`config.mk`:
```
export PLATFORM = sky130hd
export DESIGN_NAME = periodic_wakeup_counter
export DESIGN_NICKNAME = d
export VERILOG_FILES = /design/src/periodic_wakeup_pkg.sv /design/src/source_edge_detect.sv /design/src/prescale_divider.sv /design/src/periodic_wakeup_counter.sv
export SDC_FILE = /design/constraint.sdc
export NUM_CORES = 1
export LEC_CHECK = 0
export BUFFER_PORTS_ARGS = -buffer_cell sky130_fd_sc_hd__buf_2
export CORE_MARGIN = 2
export CORE_UTILIZATION = 52
export DETAILED_ROUTE_END_ITERATION = 6
export PLACE_DENSITY_LB_ADDON = 0.1
export SYNTH_ARGS = -nofsm -noshare
export SYNTH_HDL_FRONTEND = slang
export SYNTH_HIERARCHICAL = 1
export SYNTH_SLANG_ARGS = --single-unit
```
`constraint.sdc`:
```
create_clock -name clk -period 3.4 [get_ports clk]
set_input_delay 0.51 -clock clk [delete_from_list [all_inputs] [get_ports clk]]
set_output_delay 0.51 -clock clk [all_outputs]
set_load 0.1 [all_outputs]
```
`src/periodic_wakeup_pkg.sv`:
```
// Constants, register map and divider table for the periodic wakeup counter
// Overview of operation
// The match flag sets when the counter reaches the modulo value, clears on a write of one, ignores zero, clears on reset.
// Source select 00 picks the low-power oscillator, 01 the external reference, 1x the internal reference.
// Writing a different source select value clears prescaler and counter; reset clears the field.
// The interrupt request is high while the match flag and the interrupt enable are both set; reset clears the enable.
// Writing a different prescale select value clears prescaler and counter; reset clears the field.
// With source bit 0 low, selection 0 is off, 1-7 divide by 8 to 1024, 8-15 by 1,2,4,10,16,100,500,1000.
// With source bit 0 high, selection 0 is off, 1-7 divide by 2^10 to 2^16, 8-15 by 1000 up to 200000.
// The count register is a read-only view of the 8-bit counter, writes are ignored, reset clears it.
// On a compare match the counter returns to zero and the match flag sets.
// With a modulo of zero the flag sets on every prescaler output pulse.
// Any write to the modulo register clears prescaler and counter; reset loads the modulo with zero.
// After reset counting is stopped until a nonzero prescale selection is written.
// After reset the low-power oscillator is the selected source.
// The main counter is an 8-bit up-counter advanced by the prescaler and compared with the modulo register.
// Control writes reach the counting logic safely and count reads are coherent.
// Software enables a reference clock before selecting it, or the counter does not advance.
package periodic_wakeup_pkg;

    localparam int DATA_W = 8;
    localparam int DIV_W = 18;
    localparam int NUM_SRC = 3;

    // Register byte offsets
    localparam logic [7:0] STATUS_CONTROL_OFFSET = 8'h00;
    localparam logic [7:0] COUNT_VALUE_OFFSET = 8'h04;
    localparam logic [7:0] MODULO_VALUE_OFFSET = 8'h08;

    // Status/control field positions
    localparam int FLAG_BIT = 7;
    localparam int SRC_HI = 6;
    localparam int SRC_LO = 5;
    localparam int IE_BIT = 4;
    localparam int PS_HI = 3;
    localparam int PS_LO = 0;

    // Reset values
    localparam logic [1:0] SRC_RESET = 2'h0;
    localparam logic [3:0] PS_RESET = 4'h0;
    localparam logic [7:0] COUNT_RESET = 8'h00;
    localparam logic [7:0] MODULO_RESET = 8'h00;
    localparam logic [DIV_W-1:0] PRESCALE_RESET = 18'h0_0000;

    // Source indices into the synchronised clock vector
    localparam int SRC_LPO = 0;
    localparam int SRC_EXT = 1;
    localparam int SRC_INT = 2;

    // Divide value for a source bit and prescale selection; zero means off
    function automatic logic [DIV_W-1:0] divisor(input logic src_lo, input logic [3:0] ps);
        logic [DIV_W-1:0] d;
        d = 18'h0_0000;
        unique case ({src_lo, ps})
            5'h00: d = 18'h0_0000;
            5'h01: d = 18'h0_0008;
            5'h02: d = 18'h0_0020;
            5'h03: d = 18'h0_0040;
            5'h04: d = 18'h0_0080;
            5'h05: d = 18'h0_0100;
            5'h06: d = 18'h0_0200;
            5'h07: d = 18'h0_0400;
            5'h08: d = 18'h0_0001;
            5'h09: d = 18'h0_0002;
            5'h0A: d = 18'h0_0004;
            5'h0B: d = 18'h0_000A;
            5'h0C: d = 18'h0_0010;
            5'h0D: d = 18'h0_0064;
            5'h0E: d = 18'h0_01F4;
            5'h0F: d = 18'h0_03E8;
            5'h10: d = 18'h0_0000;
            5'h11: d = 18'h0_0400;
            5'h12: d = 18'h0_0800;
            5'h13: d = 18'h0_1000;
            5'h14: d = 18'h0_2000;
            5'h15: d = 18'h0_4000;
            5'h16: d = 18'h0_8000;
            5'h17: d = 18'h1_0000;
            5'h18: d = 18'h0_03E8;
            5'h19: d = 18'h0_07D0;
            5'h1A: d = 18'h0_1388;
            5'h1B: d = 18'h0_2710;
            5'h1C: d = 18'h0_4E20;
            5'h1D: d = 18'h0_C350;
            5'h1E: d = 18'h1_86A0;
            5'h1F: d = 18'h3_0D40;
        endcase
        return d;
    endfunction

endpackage

```
`src/source_edge_detect.sv`:
```
// Two-flop synchronisers and rising-edge detectors for the source clock pins
`timescale 1ns/10ps
module source_edge_detect #(
    parameter int N = 3
) (
    input wire logic clk,
    input wire logic rstn,
    input wire logic ce,
    input wire logic [N-1:0] pin_in,
    output logic [N-1:0] rise
);
    logic [N-1:0] meta_reg;
    logic [N-1:0] sync_reg;
    logic [N-1:0] last_reg;

    genvar i;
    generate
        for (i = 0; i < N; i++)
        begin : g_src
            always_ff @(posedge clk)
            begin
                if (!rstn)
                begin
                    meta_reg[i] <= 1'b0;
                    sync_reg[i] <= 1'b0;
                    last_reg[i] <= 1'b0;
                end
                else if (ce)
                begin
                    meta_reg[i] <= pin_in[i];
                    sync_reg[i] <= meta_reg[i];
                    last_reg[i] <= sync_reg[i];
                end
            end
            assign rise[i] = sync_reg[i] & ~last_reg[i];
        end
    endgenerate
endmodule

```
`src/prescale_divider.sv`:
```
// Prescaler that divides source edges by a selectable value
`timescale 1ns/10ps
module prescale_divider #(
    parameter int DIV_W = 18
) (
    input wire logic clk,
    input wire logic rstn,
    input wire logic ce,
    input wire logic clear,
    input wire logic edge_in,
    input wire logic [DIV_W-1:0] divide_by,
    output logic tick
);
    logic [DIV_W-1:0] cnt_reg;
    logic [DIV_W-1:0] cnt_next;
    logic tick_reg;
    logic tick_next;

    always_comb
    begin
        cnt_next = cnt_reg;
        tick_next = 1'b0;
        if (clear)
        begin
            cnt_next = '0;
        end
        else if ((divide_by != '0) && edge_in)
        begin
            if (cnt_reg >= divide_by - DIV_W'(1))
            begin
                cnt_next = '0;
                tick_next = 1'b1;
            end
            else
            begin
                cnt_next = cnt_reg + DIV_W'(1);
            end
        end
    end

    always_ff @(posedge clk)
    begin
        if (!rstn)
        begin
            cnt_reg <= periodic_wakeup_pkg::PRESCALE_RESET;
            tick_reg <= 1'b0;
        end
        else if (ce)
        begin
            cnt_reg <= cnt_next;
            tick_reg <= tick_next;
        end
    end

    assign tick = tick_reg;
endmodule

```
`src/periodic_wakeup_counter.sv`:
```
// Periodic wakeup counter with APB register access
//
// Implementation choices: the register addresses and the APB register port.
`timescale 1ns/10ps
module periodic_wakeup_counter #(
    parameter int ADDR_W = 8
) (
    input wire logic clk,
    input wire logic rstn,
    input wire logic ce,
    input wire logic psel,
    input wire logic penable,
    input wire logic pwrite,
    input wire logic [ADDR_W-1:0] paddr,
    input wire logic [31:0] pwdata,
    input wire logic [3:0] pstrb,
    output logic [31:0] prdata,
    output logic pready,
    output logic pslverr,
    input wire logic low_power_osc_clock,
    input wire logic external_reference_clock,
    input wire logic internal_reference_clock,
    output logic periodic_irq
);
    localparam int DW = periodic_wakeup_pkg::DATA_W;
    localparam int NS = periodic_wakeup_pkg::NUM_SRC;
    localparam int DV = periodic_wakeup_pkg::DIV_W;

    // Control and status state
    logic periodic_match_flag_reg;
    logic periodic_match_flag_next;
    logic periodic_irq_enable_reg;
    logic periodic_irq_enable_next;
    logic [1:0] source_select_reg;
    logic [1:0] source_select_next;
    logic [3:0] prescale_select_reg;
    logic [3:0] prescale_select_next;
    logic [DW-1:0] periodic_modulo_value_reg;
    logic [DW-1:0] periodic_modulo_value_next;
    logic [DW-1:0] periodic_count_value_reg;
    logic [DW-1:0] periodic_count_value_next;
    logic irq_reg;
    logic irq_next;

    // Bus answer state
    logic pready_reg;
    logic pready_next;
    logic pslverr_reg;
    logic pslverr_next;
    logic [31:0] prdata_reg;
    logic [31:0] prdata_next;

    // Decode
    logic access;
    logic wr_commit;
    logic wr_lane;
    logic sel_ctrl;
    logic sel_count;
    logic sel_mod;
    logic mapped;
    logic [DW-1:0] wbyte;
    logic counter_clear;
    logic match;

    // Clock source path
    logic [NS-1:0] src_pins;
    logic [NS-1:0] src_rise;
    logic chosen_rise;
    logic prescale_tick;
    logic [DV-1:0] divide_by;
    logic [DW-1:0] ctrl_view;

    assign src_pins[periodic_wakeup_pkg::SRC_LPO] = low_power_osc_clock;
    assign src_pins[periodic_wakeup_pkg::SRC_EXT] = external_reference_clock;
    assign src_pins[periodic_wakeup_pkg::SRC_INT] = internal_reference_clock;

    // Pins are synchronised before use
    source_edge_detect #(
        .N(NS)
    ) u_edges (
        .clk(clk),
        .rstn(rstn),
        .ce(ce),
        .pin_in(src_pins),
        .rise(src_rise)
    );

    // Source multiplexer
    always_comb
    begin
        chosen_rise = src_rise[periodic_wakeup_pkg::SRC_LPO];
        if (source_select_reg[1])
        begin
            chosen_rise = src_rise[periodic_wakeup_pkg::SRC_INT];
        end
        else if (source_select_reg[0])
        begin
            chosen_rise = src_rise[periodic_wakeup_pkg::SRC_EXT];
        end
    end

    assign divide_by = periodic_wakeup_pkg::divisor(source_select_reg[0], prescale_select_reg);

    prescale_divider #(
        .DIV_W(DV)
    ) u_prescale (
        .clk(clk),
        .rstn(rstn),
        .ce(ce),
        .clear(counter_clear),
        .edge_in(chosen_rise),
        .divide_by(divide_by),
        .tick(prescale_tick)
    );

    // APB decode; a write lands on the edge where pready is sampled high
    assign access = psel & penable;
    assign wr_commit = access & pready_reg & pwrite & ~pslverr_reg;
    assign wr_lane = wr_commit & pstrb[0];
    assign wbyte = pwdata[DW-1:0];
    assign sel_ctrl = (paddr == ADDR_W'(periodic_wakeup_pkg::STATUS_CONTROL_OFFSET));
    assign sel_count = (paddr == ADDR_W'(periodic_wakeup_pkg::COUNT_VALUE_OFFSET));
    assign sel_mod = (paddr == ADDR_W'(periodic_wakeup_pkg::MODULO_VALUE_OFFSET));
    assign mapped = sel_ctrl | sel_count | sel_mod;

    assign ctrl_view = {periodic_match_flag_reg, source_select_reg, periodic_irq_enable_reg, prescale_select_reg};

    // Clearing the prescaler and counter on control changes
    always_comb
    begin
        counter_clear = 1'b0;
        if (wr_lane && sel_ctrl)
        begin
            if (wbyte[periodic_wakeup_pkg::SRC_HI:periodic_wakeup_pkg::SRC_LO] != source_select_reg)
            begin
                counter_clear = 1'b1;
            end
            if (wbyte[periodic_wakeup_pkg::PS_HI:periodic_wakeup_pkg::PS_LO] != prescale_select_reg)
            begin
                counter_clear = 1'b1;
            end
        end
        if (wr_lane && sel_mod)
        begin
            counter_clear = 1'b1;
        end
    end

    assign match = prescale_tick & (periodic_count_value_reg == periodic_modulo_value_reg);

    // Register updates
    always_comb
    begin
        source_select_next = source_select_reg;
        prescale_select_next = prescale_select_reg;
        periodic_irq_enable_next = periodic_irq_enable_reg;
        periodic_modulo_value_next = periodic_modulo_value_reg;
        if (wr_lane && sel_ctrl)
        begin
            source_select_next = wbyte[periodic_wakeup_pkg::SRC_HI:periodic_wakeup_pkg::SRC_LO];
            prescale_select_next = wbyte[periodic_wakeup_pkg::PS_HI:periodic_wakeup_pkg::PS_LO];
            periodic_irq_enable_next = wbyte[periodic_wakeup_pkg::IE_BIT];
        end
        if (wr_lane && sel_mod)
        begin
            periodic_modulo_value_next = wbyte;
        end
    end

    // Match flag: a match wins over a clear written in the same cycle unless counter_clear is high in that cycle
    always_comb
    begin
        periodic_match_flag_next = periodic_match_flag_reg;
        if (wr_lane && sel_ctrl && wbyte[periodic_wakeup_pkg::FLAG_BIT])
        begin
            periodic_match_flag_next = 1'b0;
        end
        if (match && !counter_clear)
        begin
            periodic_match_flag_next = 1'b1;
        end
    end

    // Main 8-bit up-counter
    always_comb
    begin
        periodic_count_value_next = periodic_count_value_reg;
        if (counter_clear)
        begin
            periodic_count_value_next = periodic_wakeup_pkg::COUNT_RESET;
        end
        else if (match)
        begin
            periodic_count_value_next = periodic_wakeup_pkg::COUNT_RESET;
        end
        else if (prescale_tick)
        begin
            periodic_count_value_next = periodic_count_value_reg + DW'(1);
        end
    end

    // Interrupt request follows flag and enable
    always_comb
    begin
        irq_next = periodic_match_flag_next & periodic_irq_enable_next;
    end

    // Bus answer: one wait state, read data captured while pready is low
    always_comb
    begin
        pready_next = 1'b0;
        pslverr_next = 1'b0;
        prdata_next = prdata_reg;
        if (access && !pready_reg)
        begin
            pready_next = 1'b1;
            pslverr_next = ~mapped;
            prdata_next = 32'h0000_0000;
            if (!pwrite)
            begin
                if (sel_ctrl)
                begin
                    prdata_next[DW-1:0] = ctrl_view;
                end
                else if (sel_count)
                begin
                    prdata_next[DW-1:0] = periodic_count_value_reg;
                end
                else if (sel_mod)
                begin
                    prdata_next[DW-1:0] = periodic_modulo_value_reg;
                end
            end
        end
    end

    // Control registers
    always_ff @(posedge clk)
    begin
        if (!rstn)
        begin
            periodic_irq_enable_reg <= 1'b0;
            source_select_reg <= periodic_wakeup_pkg::SRC_RESET;
            prescale_select_reg <= periodic_wakeup_pkg::PS_RESET;
            periodic_modulo_value_reg <= periodic_wakeup_pkg::MODULO_RESET;
        end
        else if (ce)
        begin
            periodic_irq_enable_reg <= periodic_irq_enable_next;
            source_select_reg <= source_select_next;
            prescale_select_reg <= prescale_select_next;
            periodic_modulo_value_reg <= periodic_modulo_value_next;
        end
    end

    // Match flag register
    always_ff @(posedge clk)
    begin
        if (!rstn)
        begin
            periodic_match_flag_reg <= 1'b0;
        end
        else if (ce)
        begin
            periodic_match_flag_reg <= periodic_match_flag_next;
        end
    end

    // Counter register
    always_ff @(posedge clk)
    begin
        if (!rstn)
        begin
            periodic_count_value_reg <= periodic_wakeup_pkg::COUNT_RESET;
        end
        else if (ce)
        begin
            periodic_count_value_reg <= periodic_count_value_next;
        end
    end

    // Interrupt request register
    always_ff @(posedge clk)
    begin
        if (!rstn)
        begin
            irq_reg <= 1'b0;
        end
        else if (ce)
        begin
            irq_reg <= irq_next;
        end
    end

    // Bus answer registers
    always_ff @(posedge clk)
    begin
        if (!rstn)
        begin
            pready_reg <= 1'b0;
            pslverr_reg <= 1'b0;
            prdata_reg <= 32'h0000_0000;
        end
        else if (ce)
        begin
            pready_reg <= pready_next;
            pslverr_reg <= pslverr_next;
            prdata_reg <= prdata_next;
        end
    end

    assign prdata = prdata_reg;
    assign pready = pready_reg;
    assign pslverr = pslverr_reg;
    assign periodic_irq = irq_reg;
endmodule

```
# ---- Word level (Yosys, flattened, before mapping)
# Memories as Yosys holds them, arrays and structs flattened. A register that Yosys moved wholly into a read port is not among the register bits.
# Cells that the tools add are included.
dict set report word_totals {
  ff_bits 63
  romBits 576
  input_bits 53
  n_memories 1
}
dict set report op_classes {
  add_sub_neg 3
  order_cmp 1
  eq_ne 5
  muxes 26
  n_bitwise 17
  reduce_logical 17
}
# memory depth width read_ports rd_ports_with_merged_regs write_ports line_no
set memory_table {}
lappend memory_table {{(no name shown)} 32 18 1 1 0 periodic_wakeup_pkg.sv:54} ;# unique case ({src_lo, ps})
# op n
set op_table {}
lappend op_table {{8-bit 2-to-1 mux} 7}
lappend op_table {{18-bit 2-to-1 mux} 3}
lappend op_table {{18-bit by 1-bit adder with 18-bit output (second input constant)} 1}
lappend op_table {{18-bit >= comparator} 1}
lappend op_table {{18-bit nonzero test} 1}
lappend op_table {{18-bit by 1-bit subtractor with 18-bit output (second input constant)} 1}
lappend op_table {{1-bit 2-to-1 mux} 14}
lappend op_table {{1-bit AND} 10}
lappend op_table {{5-bit 2-to-1 mux} 2}
lappend op_table {{2-bit AND reduction} 5}
lappend op_table {{8-bit by 1-bit adder with 8-bit output (second input constant)} 1}
lappend op_table {{8-bit by 3-bit equality test with 1-bit output (second input constant)} 1}
lappend op_table {{8-bit by 4-bit equality test with 1-bit output (second input constant)} 1}
lappend op_table {{8-bit equality test} 1}
lappend op_table {{8-bit zero test} 1}
lappend op_table {{1-bit logical AND} 6}
lappend op_table {{1-bit inverter} 5}
lappend op_table {{4-bit != test} 1}
lappend op_table {{3-bit nonzero test} 1}
lappend op_table {{1-bit zero test} 2}
lappend op_table {{2-bit != test} 1}
lappend op_table {{1-bit bitwise OR} 2}
lappend op_table {{2-bit nonzero test} 1}

# ---- Longest topological paths before layout
# Gate-level depths: netlist of the first run.
dict set report depth {
  depth_word 12
  ltp_mapped 14
}

# ---- By module
# Netlist of the first run, hierarchy kept.
# module n_inst cells_each area_per_inst_um2
set modules_own_cells {}
lappend modules_own_cells {periodic_wakeup_counter 1 373 3069.2}
lappend modules_own_cells {prescale_divider 1 218 1786.7}
lappend modules_own_cells {source_edge_detect 1 31 356.6}

# ---- Worst setup path after synthesis of the first run
# Ideal clock, no wire load.
dict set report synth_timing {
  path_kind {flip-flop to flip-flop}
  start {reg, netlist name divide_by[5]}
  end {reg u_prescale.cnt_reg[16]}
  setup_time_ns 0.101
  arrival_time_ns 3.192
  t_required_ns 3.299
  slack_ns 0.107
  path_stages_with_launch 13
  path_cell_list {dfxtp_1 > nor4_2 > nand2_1 > or3_1 > nor4_1 > xnor2_1 > ha_1 > nand4_1 > a31oi_1 > a2111oi_4 > nor3b_2 > nand2_2 > o41ai_1}
}
# element line_no
set synth_rtl {}
lappend synth_rtl {{to (signal assigned)} prescale_divider.sv:45} ;# cnt_reg <= periodic_wakeup_pkg::PRESCALE_RESET;
lappend synth_rtl {{to (signal assigned)} prescale_divider.sv:50} ;# cnt_reg <= cnt_next;
lappend synth_rtl {{to (decl)} prescale_divider.sv:14} ;# logic [DIV_W-1:0] cnt_reg;

==> impl_metrics.toml, run 1 <==
[sta]
hold_ws_ns = 0.4041
rsz0062_at_grt = "yes"
setup_ws_ns = 0.06204
finalSetupTns_ns = 0
relSlewSlack_pct = 34.34
tightestPinTransition_ns = 0.9827
fmax_mhz = 299.6
slew_viol_final = 0
finalCritPeriodShare_pct = 98.18
hold_viol = 0
period_minus_slack_ns = 3.338
skew_ns = 0.009609
finalSetupViolations = 0

[global_route]
overflow = 0
grt_max_degree = 30
grt_pass1_wl_um = 20980
first_global_vias = 4283
grt.total_usage_pct = 23.73
antenna_found_initial = 0

[power_and_ir_drop]
irDropWorstVdd_v = 0.0003194
powerDensity_nw_per_um2 = 314.6
power.total_mw = 1.833
p_leak_nw = 2.299

[die]
dieArea_um2 = 10840
initial_core_util_pct = 53.33
core_area_um2 = 9774
ios = 88
row_count = 36
die_w_um = 104.1
die_h_um = 104.1

[job]
max-cap-violations = 0

[placed_design]
place_congestion = 0.8444
place_ws_ns = -0.002119
io_buffers = 36
hpwl_um = 9396
place_area_um2 = 5478
place_inst = 785

[critical_path]
critPathBufInv = 1
crit_path_top_delay_cell = "or3_4"
critPathMaxFanout = 7
path_depth = 13
slowest_delay_ns = 0.42
cp_cell_sequence = "nor4_4 > nand2_1 > or3_4 > nor4_4 > xnor2_1 > ha_1 > a21oi_2 > nor2_2 > a2111oi_4 > nor3b_4 > nand2_4 > buf_6 > o31ai_4"
worst-endpoint-required_ns = 3.69
path_class = "reg -> reg"
path_common_cell = "nor4_4"
endpoint_kind = "flip-flop"
rr_worst_depth = 13
start_kind = "flip-flop"
crit_family = "simple AND/OR/NAND/NOR gates"
critPathArrivalTime_ns = 3.62

[route]
avgRoutedWirePerCell_um = 15.80
ant_nets = 0
vias = 4595
first_iter_violations = 206
drc = 2
drt-pass1-iter-count = 7
routed_via_density = 5.708
routed_wl_um = 12720

[logic_synthesis]
async_flop_share_pct = 0
yosys_register_bits = 81
ys_seq_area_share_pct = 31.11
synth_flop_cell = "dfxtp_1"
yosysWarnings = 6
yosysUniqueCellTypes = 73
syn-cell-area_um2 = 5212
postSynthCellCount = 622
avgSynthCellArea_um2 = 8.380
synth-edff-count = 0

[cts]
htreeDepth = 3
cts_tree = "yes"
cts.sinks = 81
cts_hold_buf = 0
cts_inserted_buffers = 9
clkSlewWorstSetupHoldPaths_ns = 0.09
clk_path_buf_depth = 2
clockRootBuffer = "clkbuf_8"
clock_latency_ns = 0.37

[outcome]
violations = "DRC"
status = "complete, but fails checks"

[finish]
final_nets = 747
utilization_pct = 59.63
n_antenna_cell = 0
final_cell_area_um2 = 5828
drive_above_1_share_pct = 17.26
nFillCells = 898
area_growth_syn_to_layout_pct = 11.81
final_cell_count_no_fill = 805

[min_path]
hold_path.class = "in -> reg"
whs_path_depth = 3
-- cells in the final DEF (no fill, tap or decap), drive strengths merged, types with 8 or more instances in the layout --
cell type	count
xor2	18
a21oi	34
conb	24
nor3	13
o2111ai	10
nor2b	25
xnor2	17
nand2	59
a22oi	8
dfxtp	81
nand4	13
inv	23
nand2b	8
mux2i	28
nor2	57
buf	58
o22ai	12
o211ai	10
ha	27
clkbuf	9
nand3	26
o21ai	16
-- power breakdown --
part	leakage [nW]	internal, mW	switching (mW)
clock network	0.0858	0.270	0.382
registers	0.655	0.952	0.00344
logic	1.56	0.0380	0.188
total	2.30	1.26	0.573
-- tightest hold or removal path: stages --
cell and delay (ns):
buf_2 0.07, mux2i_1 0.06, nor2b_1 0.09
-- layout make-up --
type	instances	area [um2]	share of cell area [%]
Multi-Input combinational cell	494	3417	58.63
Sequential cell	81	1627	27.91
Timing Repair Buffer	58	352.8	6.054
Tap cell	133	166.4	2.855
Clock buffer	9	123.9	2.125
Inverter	23	86.33	1.481
Clock inverter	7	55.05	0.9446
-- timing repair --
action / CTS / global route
pin swaps: 0 / 16
buffers inserted: 0 / 4
endpoints found under the setup margin: 1 / 13
resized for setup: 1 / 25
-- layer usage --
| metal | vias up | GRT usage (%) | share of wire [%] |
|---|---|---|---|
| li1 | 2298 | - | - |
| met1 | 2147 | 29.51 | 44 |
| met2 | 132 | 41.12 | 49 |
| met3 | 18 | 5.514 | 5.1 |
| met4 | 0 | 6.564 | 2.0 |
| met5 | - | 0 | 0 |
-- cells in the mapped netlist, types with 7 or more instances --
| library cell | count | area [um2] |
|---|---|---|
| o2111ai_1 | 10 | 87.58 |
| a211oi_1 | 7 | 52.55 |
| o21ai_1 | 10 | 50.05 |
| buf_4 | 24 | 180.2 |
| ha_1 | 27 | 337.8 |
| xnor2_1 | 17 | 148.9 |
| nand2b_1 | 8 | 50.05 |
| nor3_1 | 13 | 65.06 |
| nor2b_1 | 24 | 150.1 |
| nand3_1 | 26 | 130.1 |
| xor2_1 | 18 | 157.7 |
| inv_1 | 17 | 63.81 |
| nand2_1 | 58 | 217.7 |
| nor2_1 | 56 | 210.2 |
| nand4_1 | 13 | 81.33 |
| a21oi_1 | 32 | 160.2 |
| mux2i_1 | 28 | 280.3 |
| dfxtp_1 | 81 | 1622 |
| clkbuf_1 | 14 | 52.55 |
| o211ai_1 | 9 | 67.56 |
| o31ai_1 | 7 | 52.55 |
| o22ai_1 | 12 | 75.07 |
| a22oi_1 | 8 | 60.06 |
-- final timing paths --
kind                                               start                     end  slack (ns)
worst min-delay path            internal_reference_clock     u_edges/meta_reg[2]        0.40
worst max-delay path                        divide_by[2]  u_prescale/cnt_reg[11]        0.06
worst min register to register                 prdata[6]               prdata[6]        0.46
worst max register to register              divide_by[2]  u_prescale/cnt_reg[11]        0.06
-- logic make-up (layout without fill, tap and decap cells) --
logic type                 after synthesis  after routing  share of synthesized area, %
AOI/OAI and AO/OA                      126            126                         17.14
xor gates and xnor gates                35             35                         5.881
adders and majority gates               27             27                         6.481
buffers and inverters                   70             97                         7.465
DFF                                     81             81                         31.11
muxes                                   31             31                         6.025
other                                    1             24                       0.07194
and+or+nand+nor                        251            251                         25.83
Power figures use the tool's default switching activity.
==> run 2: changes to the inputs <==
BUFFER_PORTS_ARGS = unset   (was -buffer_cell sky130_fd_sc_hd__buf_2)
CORE_UTILIZATION = 55   (was 52)
DONT_BUFFER_PORTS = 1   (was unset)
==> impl_metrics.toml, run 2 (synthesis results as in run 1) <==
[sta]
period_minus_slack_ns = 3.217
finalSetupTns_ns = 0
setup_ws_ns = 0.1828
finalCritPeriodShare_pct = 94.62
hold_ws_ns = 0.2352
tightestPinTransition_ns = 1.070
hold_viol = 0
fmax_mhz = 310.8
slew_viol_final = 0
finalSetupViolations = 0
relSlewSlack_pct = 28.49
skew_ns = 0.01708

[global_route]
first_global_vias = 4186
overflow = 0
grt_pass1_wl_um = 21030
grt_max_degree = 31
antenna_found_initial = 0
grt.total_usage_pct = 25.73

[critical_path]
start_kind = "flip-flop"
critPathArrivalTime_ns = 3.51
worst-endpoint-required_ns = 3.69
path_common_cell = "buf_4"
crit_path_top_delay_cell = "or3_4"
crit_family = "simple AND/OR/NAND/NOR gates"
cp_cell_sequence = "nor4_2 > nand2_1 > or3_4 > nor3_2 > xnor2_1 > ha_1 > nand4_1 > a31oi_1 > a2111oi_4 > nor3b_4 > buf_4 > buf_4 > nand3_1 > o21ai_0"
critPathBufInv = 2
endpoint_kind = "flip-flop"
reg2reg_slack_ns = 0.18
critPathMaxFanout = 6
slowest_delay_ns = 0.38
path_class = "reg -> reg"

[finish]
layout_common_cells = "81 x dfxtp_1, 58 x nand2_1, 56 x nor2_1"
final_common_cell = "dfxtp_1"
multi_input_area_um2 = 3332
nFillCells = 853
regArea_um2 = 1622
area_growth_syn_to_layout_pct = 6.049
drive_above_1_share_pct = 10.74
final_nets = 708
n_antenna_cell = 0

[cts]
htreeDepth = 3
cts.sinks = 81
clk_path_buf_depth = 2
cts_inserted_buffers = 9
clockRootBuffer = "clkbuf_8"
cts_tree = "yes"
cts_hold_buf = 0
clkSlewWorstSetupHoldPaths_ns = 0.10
clock_latency_ns = 0.36

[route]
ant_nets = 0
drt-pass1-iter-count = 5
first_iter_violations = 166
routed_via_density = 6.034
avgRoutedWirePerCell_um = 17.20
drc = 0
routed_wl_um = 12800
vias = 4489

[die]
core_area_um2 = 9196
ios = 88
initial_core_util_pct = 56.68
row_count = 35
die_w_um = 101.4
die_h_um = 101.4
dieArea_um2 = 10270

[placed_design]
hpwl_um = 9428
place_ws_ns = 0.05412
io_buffers = 0
place_congestion = 0.9265

[outcome]
status = "finished, final reports clean"

[power_and_ir_drop]
p_leak_nw = 2.112
irDropWorstVdd_v = 0.0002605
powerDensity_nw_per_um2 = 342.6

[job]
max-cap-violations = 0

[min_path]
hold_path.class = "in -> reg"
-- run 2: worst paths after layout --
check                           from                       to  depth (start not counted)
max                     divide_by[3]    u_prescale/cnt_reg[8]                         14
min                               ce  periodic_match_flag_reg                          1
max reg2reg             divide_by[3]    u_prescale/cnt_reg[8]                         14
min reg2reg  periodic_irq_enable_reg  periodic_irq_enable_reg                          2
-- run 2: cell type report --
class	instances	share of cell area, %
clock buffer	9	2.241
clock inverter	7	1.494
inverter	23	1.562
multi-input combinational	494	60.28
sequential	81	29.33
tap	111	2.512
timing repair buffer	19	2.580
-- run 2: where the power goes --
group          internal, mW  total [mW]  switching [mW]  leakage (nW)
Clock                 0.353       0.753           0.401        0.0988
Combinational        0.0259       0.184           0.158          1.36
Sequential            0.953       0.957         0.00336         0.653
-- run 2: per-stage QoR --
step | power, mW | instances | util (%) | cell area, um2
after CTS | 1.901 | 743 | 59.55 | 5477
final | 1.894 | 744 | 60.11 | 5528
after detailed placement | 1.162 | 727 | 57.31 | 5270
after floorplan | 1.185 | 645 | - | 5299
after global routing | 1.956 | 744 | 60.11 | 5528
after global placement | 1.161 | 727 | 57.31 | 5270
-- run 2: repair_timing --
action | CTS | global route
setup endpoints to repair | 0 | 13
resized for setup | 0 | 8
buffers inserted | 0 | 1
-- run 2: layer usage --
metal / track usage, % / vias to the layer above / part of all wire (%)
met1: 33.59 / 2103 / 44
met4: 6.965 / 0 / 1.2
met5: 0 / - / 0
li1: - / 2223 / -
met3: 4.555 / 15 / 5.9
met2: 43.86 / 148 / 49
